## config.mk

```make
export PLATFORM = sky130hd
export DESIGN_NAME = cie_entry
export DESIGN_NICKNAME = d
export VERILOG_FILES = /design/src/hw/cie_pkg.sv /design/src/hw/cie_entry.sv
export VERILOG_INCLUDE_DIRS = /design/src /design/src/hw
export SDC_FILE = /design/constraint.sdc
export NUM_CORES = 1
export LEC_CHECK = 0
export ABC_CLOCK_PERIOD_IN_PS = 2950
export BUFFER_PORTS_ARGS = -buffer_cell sky130_fd_sc_hd__clkbuf_2
export CAP_MARGIN = 20
export CORE_UTILIZATION = 41
export CTS_BUF_LIST = sky130_fd_sc_hd__clkbuf_8
export DETAILED_ROUTE_END_ITERATION = 12
export PLACE_DENSITY_LB_ADDON = 0.05
export SYNTH_ARGS = -nofsm -noshare
export SYNTH_HDL_FRONTEND = slang
export SYNTH_SLANG_ARGS = --single-unit
```

## constraint.sdc

```tcl
create_clock -name CORE_CLK -period 2.95 [get_ports CORE_CLK]
set_input_delay 0.59 -clock CORE_CLK [delete_from_list [all_inputs] [get_ports CORE_CLK]]
set_output_delay 0.59 -clock CORE_CLK [all_outputs]
set_load 0.05 [all_outputs]
```

## src/hw/cie_map.svh

```systemverilog
// Register offsets, field positions, vectors and resets of the entry unit
`ifndef CIE_MAP_SVH
`define CIE_MAP_SVH

// Avalon word offsets
`define CIE_OFF_MSTATE 3'h0
`define CIE_OFF_SSTATE 3'h1
`define CIE_OFF_SPC 3'h2
`define CIE_OFF_SFS 3'h3
`define CIE_OFF_FDA 3'h4
`define CIE_OFF_CTRL 3'h5
`define CIE_OFF_STAT 3'h6

// Machine_state field positions (bit 0 is the LSB here)
`define CIE_MS_INT_ORDER 16
`define CIE_MS_USER 14
`define CIE_MS_MC_EN 12
`define CIE_MS_FP_HI 11
`define CIE_MS_STEP 10
`define CIE_MS_BR_TRACE 9
`define CIE_MS_FP_LO 8
`define CIE_MS_VBASE 6
`define CIE_MS_RECOV 1
`define CIE_MS_ORDER 0

// Saved_state fetch-error flag position
`define CIE_SS_FETCH 30

// Control register field
`define CIE_CTRL_MISALIGN 0

// Reset values
`define CIE_MSTATE_RST 32'h0000_1000
`define CIE_CTRL_RST 32'h0000_0000

// Vector bases and offsets
`define CIE_BASE_LO 32'h0000_0000
`define CIE_BASE_HI 32'hfff0_0000
`define CIE_VEC_MCHK 32'h0000_0200
`define CIE_VEC_DSI 32'h0000_0300
`define CIE_VEC_ISI 32'h0000_0400
`define CIE_VEC_ALIGN 32'h0000_0600
`define CIE_VEC_PROG 32'h0000_0700
`define CIE_VEC_TRACE 32'h0000_0d00
`define CIE_VEC_FPA 32'h0000_0e00
`define CIE_VEC_SWEMU 32'h0000_1000

// Primary opcode that marks the X-form load/store group
`define CIE_XFORM_OPC 6'h1f
`endif

```

## src/hw/cie_pkg.sv

```systemverilog
// Types shared by the interrupt entry unit
package cie_pkg;
    typedef enum logic [2:0]
    {
        CIE_NONE,
        CIE_MCHK,
        CIE_SWEMU,
        CIE_PRIV,
        CIE_ALIGN,
        CIE_FPPROG,
        CIE_FPASSIST,
        CIE_TRACE
    } cie_cause_e;
endpackage
```

## src/hw/cie_entry.sv

```systemverilog
// Interrupt recognition, save-register update and vectoring of the core
//
// Implementation choices: the register addresses and the Avalon-MM register port.
`include "cie_map.svh"

// Summary of operation
// RQ1 - Saved_state fetch flag marks fetch machine checks
// RQ2 - Entry clears fixed saved bits, copies machine_state
// RQ3 - Saved bit 30 only follows recoverable flag
// RQ4 - Entry keeps base/check enable, sets byte order
// RQ5 - Bus check fault status low bits, form bits
// RQ6 - Fault status bit 17 from form bit
// RQ7 - Fault status 18:21 from register field; code takes opcode bits 21:24 or 1:4
// RQ8 - Fault status 22:31 from instruction 6:15
// RQ9 - Fault address takes data effective address
// RQ10 - Machine check vectors to offset 0x200
// RQ11 - Storage interrupt vectors never raised by hardware
// RQ12 - Word misalignment of special accesses traps
// RQ13 - Misaligned scalar or swapped string traps
// RQ14 - Enabled fp summary on updates: program trap
// RQ15 - Fp arithmetic uses assist, not program trap
// RQ16 - Illegal instructions raise software emulation
// RQ17 - User-state privileged or protected register traps
// RQ18 - Single-step or branch trace after completion
// RQ19 - Trace saves next address, vectors 0xd00
// RQ20 - Fp assist for enabled, underflow, denormal cases
// RQ21 - Fp assist saves faulting address, vectors 0xe00
// RQ22 - Unimplemented special register raises emulation
// RQ23 - Software emulation vectors to offset 0x1000
// RQ24 - One interrupt per instruction by fixed priority
module cie_entry
(
    input wire logic CORE_CLK,
    input wire logic RST,
    input wire logic [2:0] AVS_ADDRESS,
    input wire logic AVS_READ,
    input wire logic AVS_WRITE,
    input wire logic [31:0] AVS_WRITEDATA,
    input wire logic [3:0] AVS_BYTEENABLE,
    output logic [31:0] AVS_READDATA,
    output logic AVS_WAITREQUEST,
    input wire logic INSN_VALID,
    input wire logic [31:0] INSN_WORD,
    input wire logic [31:0] INSN_PC,
    input wire logic [31:0] INSN_NEXT_PC,
    input wire logic [31:0] DATA_EA,
    input wire logic [1:0] ACC_SIZE,
    input wire logic IS_FP_LDST,
    input wire logic IS_LDST_MULT,
    input wire logic IS_RESERVE,
    input wire logic IS_SCALAR_LDST,
    input wire logic IS_STRING,
    input wire logic IS_PRIV,
    input wire logic IS_SPR,
    input wire logic SPR_ON_CORE,
    input wire logic SPR_IMPL,
    input wire logic SPR_MSB,
    input wire logic IS_ILLEGAL,
    input wire logic IS_BRANCH,
    input wire logic IS_RFI,
    input wire logic IS_MTMSR,
    input wire logic IS_MTFPSCR,
    input wire logic [31:0] MTMSR_DATA,
    input wire logic IS_FP_ARITH,
    input wire logic FP_EXC_ENABLED,
    input wire logic FP_INTERMEDIATE,
    input wire logic FP_DENORM,
    input wire logic FP_SUMMARY,
    input wire logic FP_UNDERFLOW_EN,
    input wire logic BUS_ERR,
    input wire logic FETCH_ERR,
    output logic EXC_TAKE,
    output logic [31:0] EXC_VECTOR,
    output logic [2:0] EXC_CAUSE,
    output logic [31:0] MSTATE_OUT,
    output logic CHECKSTOP
);
    logic [31:0] mstate_q, mstate_d;
    logic [31:0] sstate_q, sstate_d;
    logic [31:0] spc_q, spc_d;
    logic [31:0] sfs_q, sfs_d;
    logic [31:0] fda_q, fda_d;
    logic [31:0] ctrl_q, ctrl_d;
    logic [31:0] rdata_q;
    logic wait_q;
    logic take_q;
    logic [31:0] vec_q;
    cie_pkg::cie_cause_e cause_q, cause_d;
    logic stop_q;

    // Byte-enable merge of a bus write into a register
    function automatic logic [31:0] merge(input logic [31:0] old,
        input logic [31:0] wd, input logic [3:0] be);
        logic [31:0] m;
        m = {{8{be[3]}}, {8{be[2]}}, {8{be[1]}}, {8{be[0]}}};
        return (wd & m) | (old & ~m);
    endfunction

    // Offset from natural alignment; a dword is checked to word only
    function automatic logic misalign(input logic [1:0] ea,
        input logic [1:0] sz);
        return (sz == 2'h1) ? ea[0] : (sz != 2'h0) & (ea != 2'h0);
    endfunction

    // Instruction attributes
    wire fp_trap_mode = mstate_q[`CIE_MS_FP_HI] | mstate_q[`CIE_MS_FP_LO];
    wire user_mode = mstate_q[`CIE_MS_USER];
    wire is_xform = INSN_WORD[31:26] == `CIE_XFORM_OPC;
    wire word_mis = DATA_EA[1:0] != 2'h0;
    wire spr_missing = IS_SPR & ~SPR_IMPL;
    // Machine_state after a return or move, seen by the fp summary check
    wire [31:0] rfi_val = {mstate_q[31:16], sstate_q[15:0]};
    wire [31:0] upd_val = IS_RFI ? rfi_val : MTMSR_DATA;
    wire upd_trap = upd_val[`CIE_MS_FP_HI] | upd_val[`CIE_MS_FP_LO];

    // Condition decode, one wire per interrupt kind
    wire c_mchk = INSN_VALID & (BUS_ERR | FETCH_ERR);
    wire c_swemu = INSN_VALID & (IS_ILLEGAL // RQ16
        | (spr_missing & SPR_ON_CORE) // RQ22
        | (spr_missing & ~SPR_ON_CORE & (~SPR_MSB | ~user_mode))); // RQ22
    wire c_priv = INSN_VALID & user_mode & (IS_PRIV // RQ17
        | (IS_SPR & SPR_MSB & ~(spr_missing & SPR_ON_CORE))); // RQ17
    wire c_align = INSN_VALID & (
        ((IS_FP_LDST | IS_LDST_MULT | IS_RESERVE) & word_mis) // RQ12
        | (IS_SCALAR_LDST & ctrl_q[`CIE_CTRL_MISALIGN]
           & misalign(DATA_EA[1:0], ACC_SIZE)) // RQ13
        | ((IS_LDST_MULT | IS_STRING) & mstate_q[`CIE_MS_ORDER])); // RQ13
    // Only updates of the summary or trap mode give the program trap
    wire c_fpprog = INSN_VALID & ~IS_FP_ARITH & FP_SUMMARY // RQ14
        & (IS_MTFPSCR & fp_trap_mode | (IS_MTMSR | IS_RFI) & upd_trap);
    wire c_fpa = INSN_VALID & IS_FP_ARITH & ( // RQ15
        (FP_EXC_ENABLED & fp_trap_mode) // RQ20
        | (FP_INTERMEDIATE & ~FP_UNDERFLOW_EN) | FP_DENORM); // RQ20
    wire c_trace = INSN_VALID
        & ((mstate_q[`CIE_MS_STEP] & ~IS_RFI) // RQ18
        | (mstate_q[`CIE_MS_BR_TRACE] & IS_BRANCH)); // RQ18

    // Fixed priority; trace only when nothing else hit
    always_comb // RQ24
    begin
        cause_d = cie_pkg::CIE_NONE;
        if (c_mchk)
            cause_d = cie_pkg::CIE_MCHK;
        else if (c_swemu)
            cause_d = cie_pkg::CIE_SWEMU;
        else if (c_priv)
            cause_d = cie_pkg::CIE_PRIV;
        else if (c_align)
            cause_d = cie_pkg::CIE_ALIGN;
        else if (c_fpprog)
            cause_d = cie_pkg::CIE_FPPROG;
        else if (c_fpa)
            cause_d = cie_pkg::CIE_FPASSIST;
        else if (c_trace)
            cause_d = cie_pkg::CIE_TRACE; // RQ18
    end

    // A disabled machine check stops the core instead of vectoring
    wire mc_stop = cause_d == cie_pkg::CIE_MCHK
        & ~mstate_q[`CIE_MS_MC_EN];
    wire take = cause_d != cie_pkg::CIE_NONE & ~mc_stop & ~stop_q;
    wire bus_mc = take & cause_d == cie_pkg::CIE_MCHK & ~FETCH_ERR;
    wire [31:0] base = mstate_q[`CIE_MS_VBASE] ? `CIE_BASE_HI
        : `CIE_BASE_LO;
    // Storage vectors have no entry here: hardware never raises them
    logic [31:0] voff; // RQ11
    always_comb
    begin
        case (cause_d)
            cie_pkg::CIE_MCHK: voff = `CIE_VEC_MCHK; // RQ10
            cie_pkg::CIE_SWEMU: voff = `CIE_VEC_SWEMU; // RQ23
            cie_pkg::CIE_ALIGN: voff = `CIE_VEC_ALIGN;
            cie_pkg::CIE_TRACE: voff = `CIE_VEC_TRACE; // RQ19
            cie_pkg::CIE_FPASSIST: voff = `CIE_VEC_FPA; // RQ21
            default: voff = `CIE_VEC_PROG;
        endcase
    end

    // Entry images of the save registers
    logic [31:0] ss_entry;
    logic [31:0] ms_entry;
    logic [31:0] sfs_entry;
    always_comb
    begin
        ss_entry = 32'h0; // RQ2
        ss_entry[15:0] = mstate_q[15:0]; // RQ2 RQ3
        ss_entry[`CIE_SS_FETCH] = FETCH_ERR // RQ1
            & cause_d == cie_pkg::CIE_MCHK;
        ms_entry = 32'h0; // RQ4
        ms_entry[`CIE_MS_VBASE] = mstate_q[`CIE_MS_VBASE]; // RQ4
        ms_entry[`CIE_MS_MC_EN] = mstate_q[`CIE_MS_MC_EN]; // RQ4
        ms_entry[`CIE_MS_ORDER] = mstate_q[`CIE_MS_INT_ORDER]; // RQ4
        sfs_entry = 32'h0; // RQ5
        sfs_entry[16:15] = is_xform ? INSN_WORD[2:1] : 2'h0; // RQ5
        sfs_entry[14] = is_xform ? INSN_WORD[6] : INSN_WORD[26]; // RQ6
        sfs_entry[13:10] = is_xform ? INSN_WORD[10:7] // RQ7
            : INSN_WORD[30:27];
        sfs_entry[9:0] = INSN_WORD[25:16]; // RQ8
    end

    // Bus decode; a write lands on the edge that samples waitrequest low
    wire req = AVS_READ | AVS_WRITE;
    wire wr_go = AVS_WRITE & ~wait_q;
    wire wr_ms = wr_go & AVS_ADDRESS == `CIE_OFF_MSTATE;
    wire wr_ss = wr_go & AVS_ADDRESS == `CIE_OFF_SSTATE;
    wire wr_pc = wr_go & AVS_ADDRESS == `CIE_OFF_SPC;
    wire wr_sf = wr_go & AVS_ADDRESS == `CIE_OFF_SFS;
    wire wr_fa = wr_go & AVS_ADDRESS == `CIE_OFF_FDA;
    wire wr_ct = wr_go & AVS_ADDRESS == `CIE_OFF_CTRL;
    logic [31:0] rd_mux;
    always_comb
    begin
        case (AVS_ADDRESS)
            `CIE_OFF_MSTATE: rd_mux = mstate_q;
            `CIE_OFF_SSTATE: rd_mux = sstate_q;
            `CIE_OFF_SPC: rd_mux = spc_q;
            `CIE_OFF_SFS: rd_mux = sfs_q;
            `CIE_OFF_FDA: rd_mux = fda_q;
            `CIE_OFF_CTRL: rd_mux = ctrl_q;
            `CIE_OFF_STAT: rd_mux = {28'h0, stop_q, cause_q};
            default: rd_mux = 32'h0;
        endcase
    end

    // Next values: hardware entry wins over a same-cycle bus write
    always_comb
    begin
        mstate_d = mstate_q;
        if (take)
            mstate_d = ms_entry; // RQ4
        else if (INSN_VALID & IS_RFI)
            mstate_d = rfi_val; // RQ3
        else if (INSN_VALID & IS_MTMSR)
            mstate_d = MTMSR_DATA;
        else if (wr_ms)
            mstate_d = merge(mstate_q, AVS_WRITEDATA, AVS_BYTEENABLE);
        sstate_d = take ? ss_entry // RQ2
            : wr_ss ? merge(sstate_q, AVS_WRITEDATA, AVS_BYTEENABLE)
            : sstate_q;
        spc_d = spc_q;
        if (take)
            spc_d = cause_d == cie_pkg::CIE_TRACE ? INSN_NEXT_PC // RQ19
                : INSN_PC; // RQ21
        else if (wr_pc)
            spc_d = merge(spc_q, AVS_WRITEDATA, AVS_BYTEENABLE);
        sfs_d = bus_mc ? sfs_entry // RQ5
            : wr_sf ? merge(sfs_q, AVS_WRITEDATA, AVS_BYTEENABLE) : sfs_q;
        fda_d = bus_mc ? DATA_EA // RQ9
            : wr_fa ? merge(fda_q, AVS_WRITEDATA, AVS_BYTEENABLE) : fda_q;
        ctrl_d = wr_ct ? merge(ctrl_q, AVS_WRITEDATA, AVS_BYTEENABLE)
            : ctrl_q;
    end

    // Architected registers
    always_ff @(posedge CORE_CLK)
    begin
        if (RST)
        begin
            mstate_q <= `CIE_MSTATE_RST;
            sstate_q <= 32'h0;
            spc_q <= 32'h0;
            sfs_q <= 32'h0;
            fda_q <= 32'h0;
            ctrl_q <= `CIE_CTRL_RST;
        end
        else
        begin
            mstate_q <= mstate_d;
            sstate_q <= sstate_d;
            spc_q <= spc_d;
            sfs_q <= sfs_d;
            fda_q <= fda_d;
            ctrl_q <= ctrl_d;
        end
    end

    // Entry report; checkstop holds until reset
    always_ff @(posedge CORE_CLK)
    begin
        if (RST)
        begin
            take_q <= 1'b0;
            vec_q <= 32'h0;
            cause_q <= cie_pkg::CIE_NONE;
            stop_q <= 1'b0;
        end
        else
        begin
            take_q <= take; // RQ24
            if (take)
            begin
                vec_q <= base | voff;
                cause_q <= cause_d;
            end
            stop_q <= stop_q | (mc_stop & ~stop_q);
        end
    end

    // One wait cycle per request keeps read data a plain flop
    always_ff @(posedge CORE_CLK)
    begin
        if (RST)
        begin
            wait_q <= 1'b1;
            rdata_q <= 32'h0;
        end
        else
        begin
            wait_q <= ~(req & wait_q);
            if (req & wait_q)
                rdata_q <= rd_mux;
        end
    end

    assign AVS_READDATA = rdata_q;
    assign AVS_WAITREQUEST = wait_q;
    assign EXC_TAKE = take_q;
    assign EXC_VECTOR = vec_q;
    assign EXC_CAUSE = cause_q;
    assign MSTATE_OUT = mstate_q;
    assign CHECKSTOP = stop_q;
endmodule

```

==> metrics.txt <==
# TYPE chip_impl_metric gauge
chip_impl_metric{name="synthesis.instances",unit=""} 1424
chip_impl_metric{name="fp.dieW",unit="um"} 173
chip_impl_metric{name="wl_met1",unit="mm"} 20.2
chip_impl_info{name="synth_top_cells_by_area",value="sky130_fd_sc_hd__dfxtp_1, sky130_fd_sc_hd__mux2i_1, sky130_fd_sc_hd__nor2_1, sky130_fd_sc_hd__a22oi_1, sky130_fd_sc_hd__o21ai_0"} 1
chip_impl_metric{name="fin_crit_sh",unit="%"} 79.6
chip_impl_metric{name="dr_wl_met3",unit="mm"} 3.65
chip_impl_metric{name="instances_no_fill",unit=""} 2132
chip_impl_metric{name="totalPowerFinal",unit="mW"} 8.35
chip_impl_metric{name="core_area",unit="um^2"} 28700
chip_impl_metric{name="mean_instance_size_in_the_synthesized_netlist",unit="um^2"} 8.41
chip_impl_metric{name="power.share.combinational",unit="%"} 18.0
chip_impl_metric{name="finalSetupTns",unit="ps"} 0
chip_impl_metric{name="cts-root-to-sink-buffers",unit=""} 3
chip_impl_metric{name="netlist.area_leader.share",unit="%"} 39.5
chip_impl_metric{name="effective_utilization_at_floorplan",unit="%"} 41.7
chip_impl_metric{name="remaining_drc_errors",unit=""} 0
chip_impl_metric{name="placement.io_buffers",unit=""} 306
chip_impl_metric{name="post-route-min-period",unit="ps"} 2350
chip_impl_metric{name="top_level_ports",unit=""} 331
chip_impl_metric{name="maxClockFrequency",unit="MHz"} 426
chip_impl_metric{name="insertion_delay",unit="ps"} 560
chip_impl_metric{name="fin_nets",unit=""} 1945
chip_impl_info{name="critPathSlowestCell",value="sky130_fd_sc_hd__o21ai_4"} 1
chip_impl_metric{name="grt_pass1_vias",unit=""} 11800
chip_impl_metric{name="detail_route.iter0.violations",unit=""} 1008
chip_impl_info{name="yosysTopAreaCell",value="sky130_fd_sc_hd__dfxtp_1"} 1
chip_impl_metric{name="postSynth.asyncResetShare",unit="%"} 0
chip_impl_metric{name="vias_after_detailed_routing",unit=""} 12300
chip_impl_info{name="dominantRegCellSynth",value="sky130_fd_sc_hd__dfxtp_1"} 1
chip_impl_metric{name="post_detailed_routing_wire_length",unit="mm"} 46.5
chip_impl_info{name="end_kind",value="flop"} 1
chip_impl_metric{name="setup_viol",unit=""} 0
chip_impl_metric{name="drtPass1Iterations",unit=""} 6
chip_impl_metric{name="hold_violations",unit=""} 0
chip_impl_metric{name="placedCellCount",unit=""} 2054
chip_impl_info{name="highest-signal-layer",value="met5"} 1
chip_impl_metric{name="timing_worst_slew_pin_value",unit="ps"} 722
chip_impl_metric{name="netlist_area",unit="um^2"} 12000
chip_impl_metric{name="post_drt_via_cell_ratio",unit=""} 5.76
chip_impl_metric{name="power.share.sequential",unit="%"} 42.0
chip_impl_metric{name="crit_path_max_fanout",unit=""} 22
chip_impl_metric{name="postCtsResizedCells",unit=""} 0
chip_impl_metric{name="gpl.final_weighted_congestion",unit=""} 0.878
chip_impl_metric{name="power.internal",unit="mW"} 5.78
chip_impl_info{name="worst_hold_path_type",value="input port to flop"} 1
chip_impl_metric{name="die_footprint",unit="um^2"} 29900
chip_impl_info{name="synthTopCellsByCount",value="sky130_fd_sc_hd__dfxtp_1, sky130_fd_sc_hd__nor2_1, sky130_fd_sc_hd__nand2_1"} 1
chip_impl_metric{name="area_growth",unit="%"} 24.6
chip_impl_metric{name="grt_pass1_wl",unit="mm"} 70.2
chip_impl_metric{name="initial_antenna_violation_count",unit=""} 2
chip_impl_metric{name="synth_cell_types",unit=""} 57
chip_impl_metric{name="wl_met2",unit="mm"} 21.6
chip_impl_metric{name="cts_sinks",unit=""} 236
chip_impl_metric{name="cts.repair_timing.setup_buffer_count",unit=""} 0
chip_impl_metric{name="worst_clock_skew",unit="ps"} 20.8
chip_impl_metric{name="ir_drop",unit="mV"} 0.287
chip_impl_metric{name="largest_net_degree_at_the_start_of_global_routing",unit=""} 142
chip_impl_metric{name="gr-total-overflow",unit=""} 0
chip_impl_metric{name="total_switching_power",unit="mW"} 2.57
chip_impl_metric{name="synth_edf_count",unit=""} 0
chip_impl_metric{name="clock_power_share",unit="%"} 40.0
chip_impl_metric{name="ys.warnings.count",unit=""} 0
chip_impl_metric{name="hpwl",unit="mm"} 31.9
chip_impl_metric{name="placement_rows",unit=""} 62
chip_impl_metric{name="hold_buffers",unit=""} 0
chip_impl_info{name="critical_path_cell_by_cell",value="o21a_1 > o311ai_2 > a22oi_1 > o21ai_4 > buf_12 > nand3_1 > a31oi_1"} 1
chip_impl_info{name="clock_root_cell",value="sky130_fd_sc_hd__clkbuf_8"} 1
chip_impl_metric{name="maxSlewHeadroom",unit="%"} 51.9
chip_impl_info{name="synth_most_common_cell",value="sky130_fd_sc_hd__dfxtp_1"} 1
chip_impl_info{name="criticalPathCategory",value="flop to flop"} 1
chip_impl_metric{name="synth_sequential_area_ratio",unit="%"} 39.5
chip_impl_info{name="tritoncts",value="built"} 1
chip_impl_metric{name="switching_part_of_the_total",unit="%"} 30.8
chip_impl_info{name="worstSetupStartpointType",value="flop"} 1
chip_impl_metric{name="route.antenna.remaining_nets",unit=""} 0
chip_impl_metric{name="numCtsBuffers",unit=""} 44
chip_impl_metric{name="clock_tree.htree_level_count",unit=""} 2
chip_impl_info{name="outcome",value="finished, final reports clean"} 1
chip_impl_metric{name="avgRoutedWirePerCell",unit="um"} 21.8
chip_impl_metric{name="cap_viol_max_count",unit=""} 0
chip_impl_info{name="rsz0062_at_grt",value="false"} 1
chip_impl_metric{name="crit_arrival",unit="ps"} 2820
chip_impl_metric{name="pwr_density_cell",unit="nW/um^2"} 560
chip_impl_metric{name="worst_ep_required_time",unit="ps"} 3420
chip_impl_metric{name="fp.dieH",unit="um"} 173
chip_impl_metric{name="critical_path.max_stage_delay",unit="ps"} 480
chip_impl_metric{name="postSynthRegisterBits",unit=""} 236
chip_impl_metric{name="drv_slew",unit=""} 0
chip_impl_metric{name="static-leakage-power",unit="nW"} 5.73
chip_impl_metric{name="fin_util",unit="%"} 52.0
chip_impl_metric{name="drive_above_1_share",unit="%"} 30.1
chip_impl_metric{name="cts.reportedPaths.clkPinSlew",unit="ps"} 60
chip_impl_metric{name="track_usage",unit="%"} 30.3
cell usage in the layout (no fill, tap or decap), types with 3 or more instances in the layout:
master,synthesis,routed
sky130_fd_sc_hd__a211oi_1,63,63
sky130_fd_sc_hd__a21oi_1,93,93
sky130_fd_sc_hd__a221oi_1,4,4
sky130_fd_sc_hd__a22oi_1,89,89
sky130_fd_sc_hd__a2bb2oi_1,4,4
sky130_fd_sc_hd__a311oi_1,19,19
sky130_fd_sc_hd__a311oi_2,12,12
sky130_fd_sc_hd__a31oi_1,66,66
sky130_fd_sc_hd__and2_1,24,23
sky130_fd_sc_hd__and3_1,8,8
sky130_fd_sc_hd__buf_12,0,8
sky130_fd_sc_hd__buf_4,30,68
sky130_fd_sc_hd__clkbuf_2,0,305
sky130_fd_sc_hd__clkbuf_8,0,57
sky130_fd_sc_hd__clkinv_2,0,3
sky130_fd_sc_hd__conb_1,1,15
sky130_fd_sc_hd__dfxtp_1,236,236
sky130_fd_sc_hd__inv_1,1,16
sky130_fd_sc_hd__mux2_2,38,38
sky130_fd_sc_hd__mux2i_1,96,96
sky130_fd_sc_hd__nand2_1,110,110
sky130_fd_sc_hd__nand2b_1,4,4
sky130_fd_sc_hd__nand3_1,53,52
sky130_fd_sc_hd__nand3b_1,3,3
sky130_fd_sc_hd__nor2_1,182,182
sky130_fd_sc_hd__nor2_2,11,11
sky130_fd_sc_hd__nor2b_1,7,5
sky130_fd_sc_hd__o211ai_1,4,4
sky130_fd_sc_hd__o21a_1,8,8
sky130_fd_sc_hd__o21ai_0,107,107
logic make-up (layout without fill, tap and decap cells):
family          count (synthesis)  in the layout  synth area share (%)
flops                         236            236                  39.5
mux                           134            134                  11.6
other cells                     1             16                0.0313
simple gates                  414            414                  15.2
compound gates                489            489                  27.5
buf+inv                       150            459                  6.22
cell type report:
cell class	count	area, um^2
Multi-Input combinational cell	1052	6600
Fill cell	2857	13800
Clock inverter	20	131
Timing Repair Buffer	381	2200
Sequential cell	236	4720
Clock buffer	57	785
Inverter	1	3.75
Tap cell	384	480
Antenna cell	1	2.50
power groups by stage:
stage / clock network (mW) / registers, mW / logic (mW)
6_report: 3.34 / 3.50 / 1.51
5_1_grt: 3.53 / 3.52 / 1.62
4_1_cts: 3.38 / 3.50 / 1.50
3_5_place_dp: 0 / 3.56 / 1.49
3_3_place_gp: 0 / 3.57 / 1.48
2_1_floorplan: 0 / 3.66 / 0.818
metal layers:
metal	up-vias	GRT usage [%]
met3	75	6.13
met1	5842	39.5
met5	-	0
met2	577	50.2
li1	5779	-
met4	2	9.37
path summary, 6_finish.rpt:
| kind | start | to | slack [ps] | cells past startpoint |
|---|---|---|---|---|
| max | flop | flop | 600 | 7 |
| min | INSN_NEXT_PC[9] | flop | 290 | 3 |
| max reg2reg | flop | flop | 600 | 7 |
| min reg2reg | EXC_VECTOR[9]$_SDFFE_PP0N_ | EXC_VECTOR[9]$_SDFFE_PP0N_ | 460 | 2 |
per-stage QoR:
step | worst slack [ps] | cell area, um^2 | hold slack, ps
floorplan | 745 | 12000 | 450
global placement | 402 | 14000 | 441
detailed placement | 392 | 14000 | 447
CTS | 627 | 14900 | 264
global route | 403 | 14900 | 282
finish | 600 | 14900 | 287
worst max-delay path: cells and delay by family (launching register included):
family,cells,cell delay (ps)
flip-flops,1,390
AND/OR/NAND/NOR,1,100
AO/OA/AOI/OAI,5,1500
buffers and inverters,1,250
(Power assumes the default switching activity.)
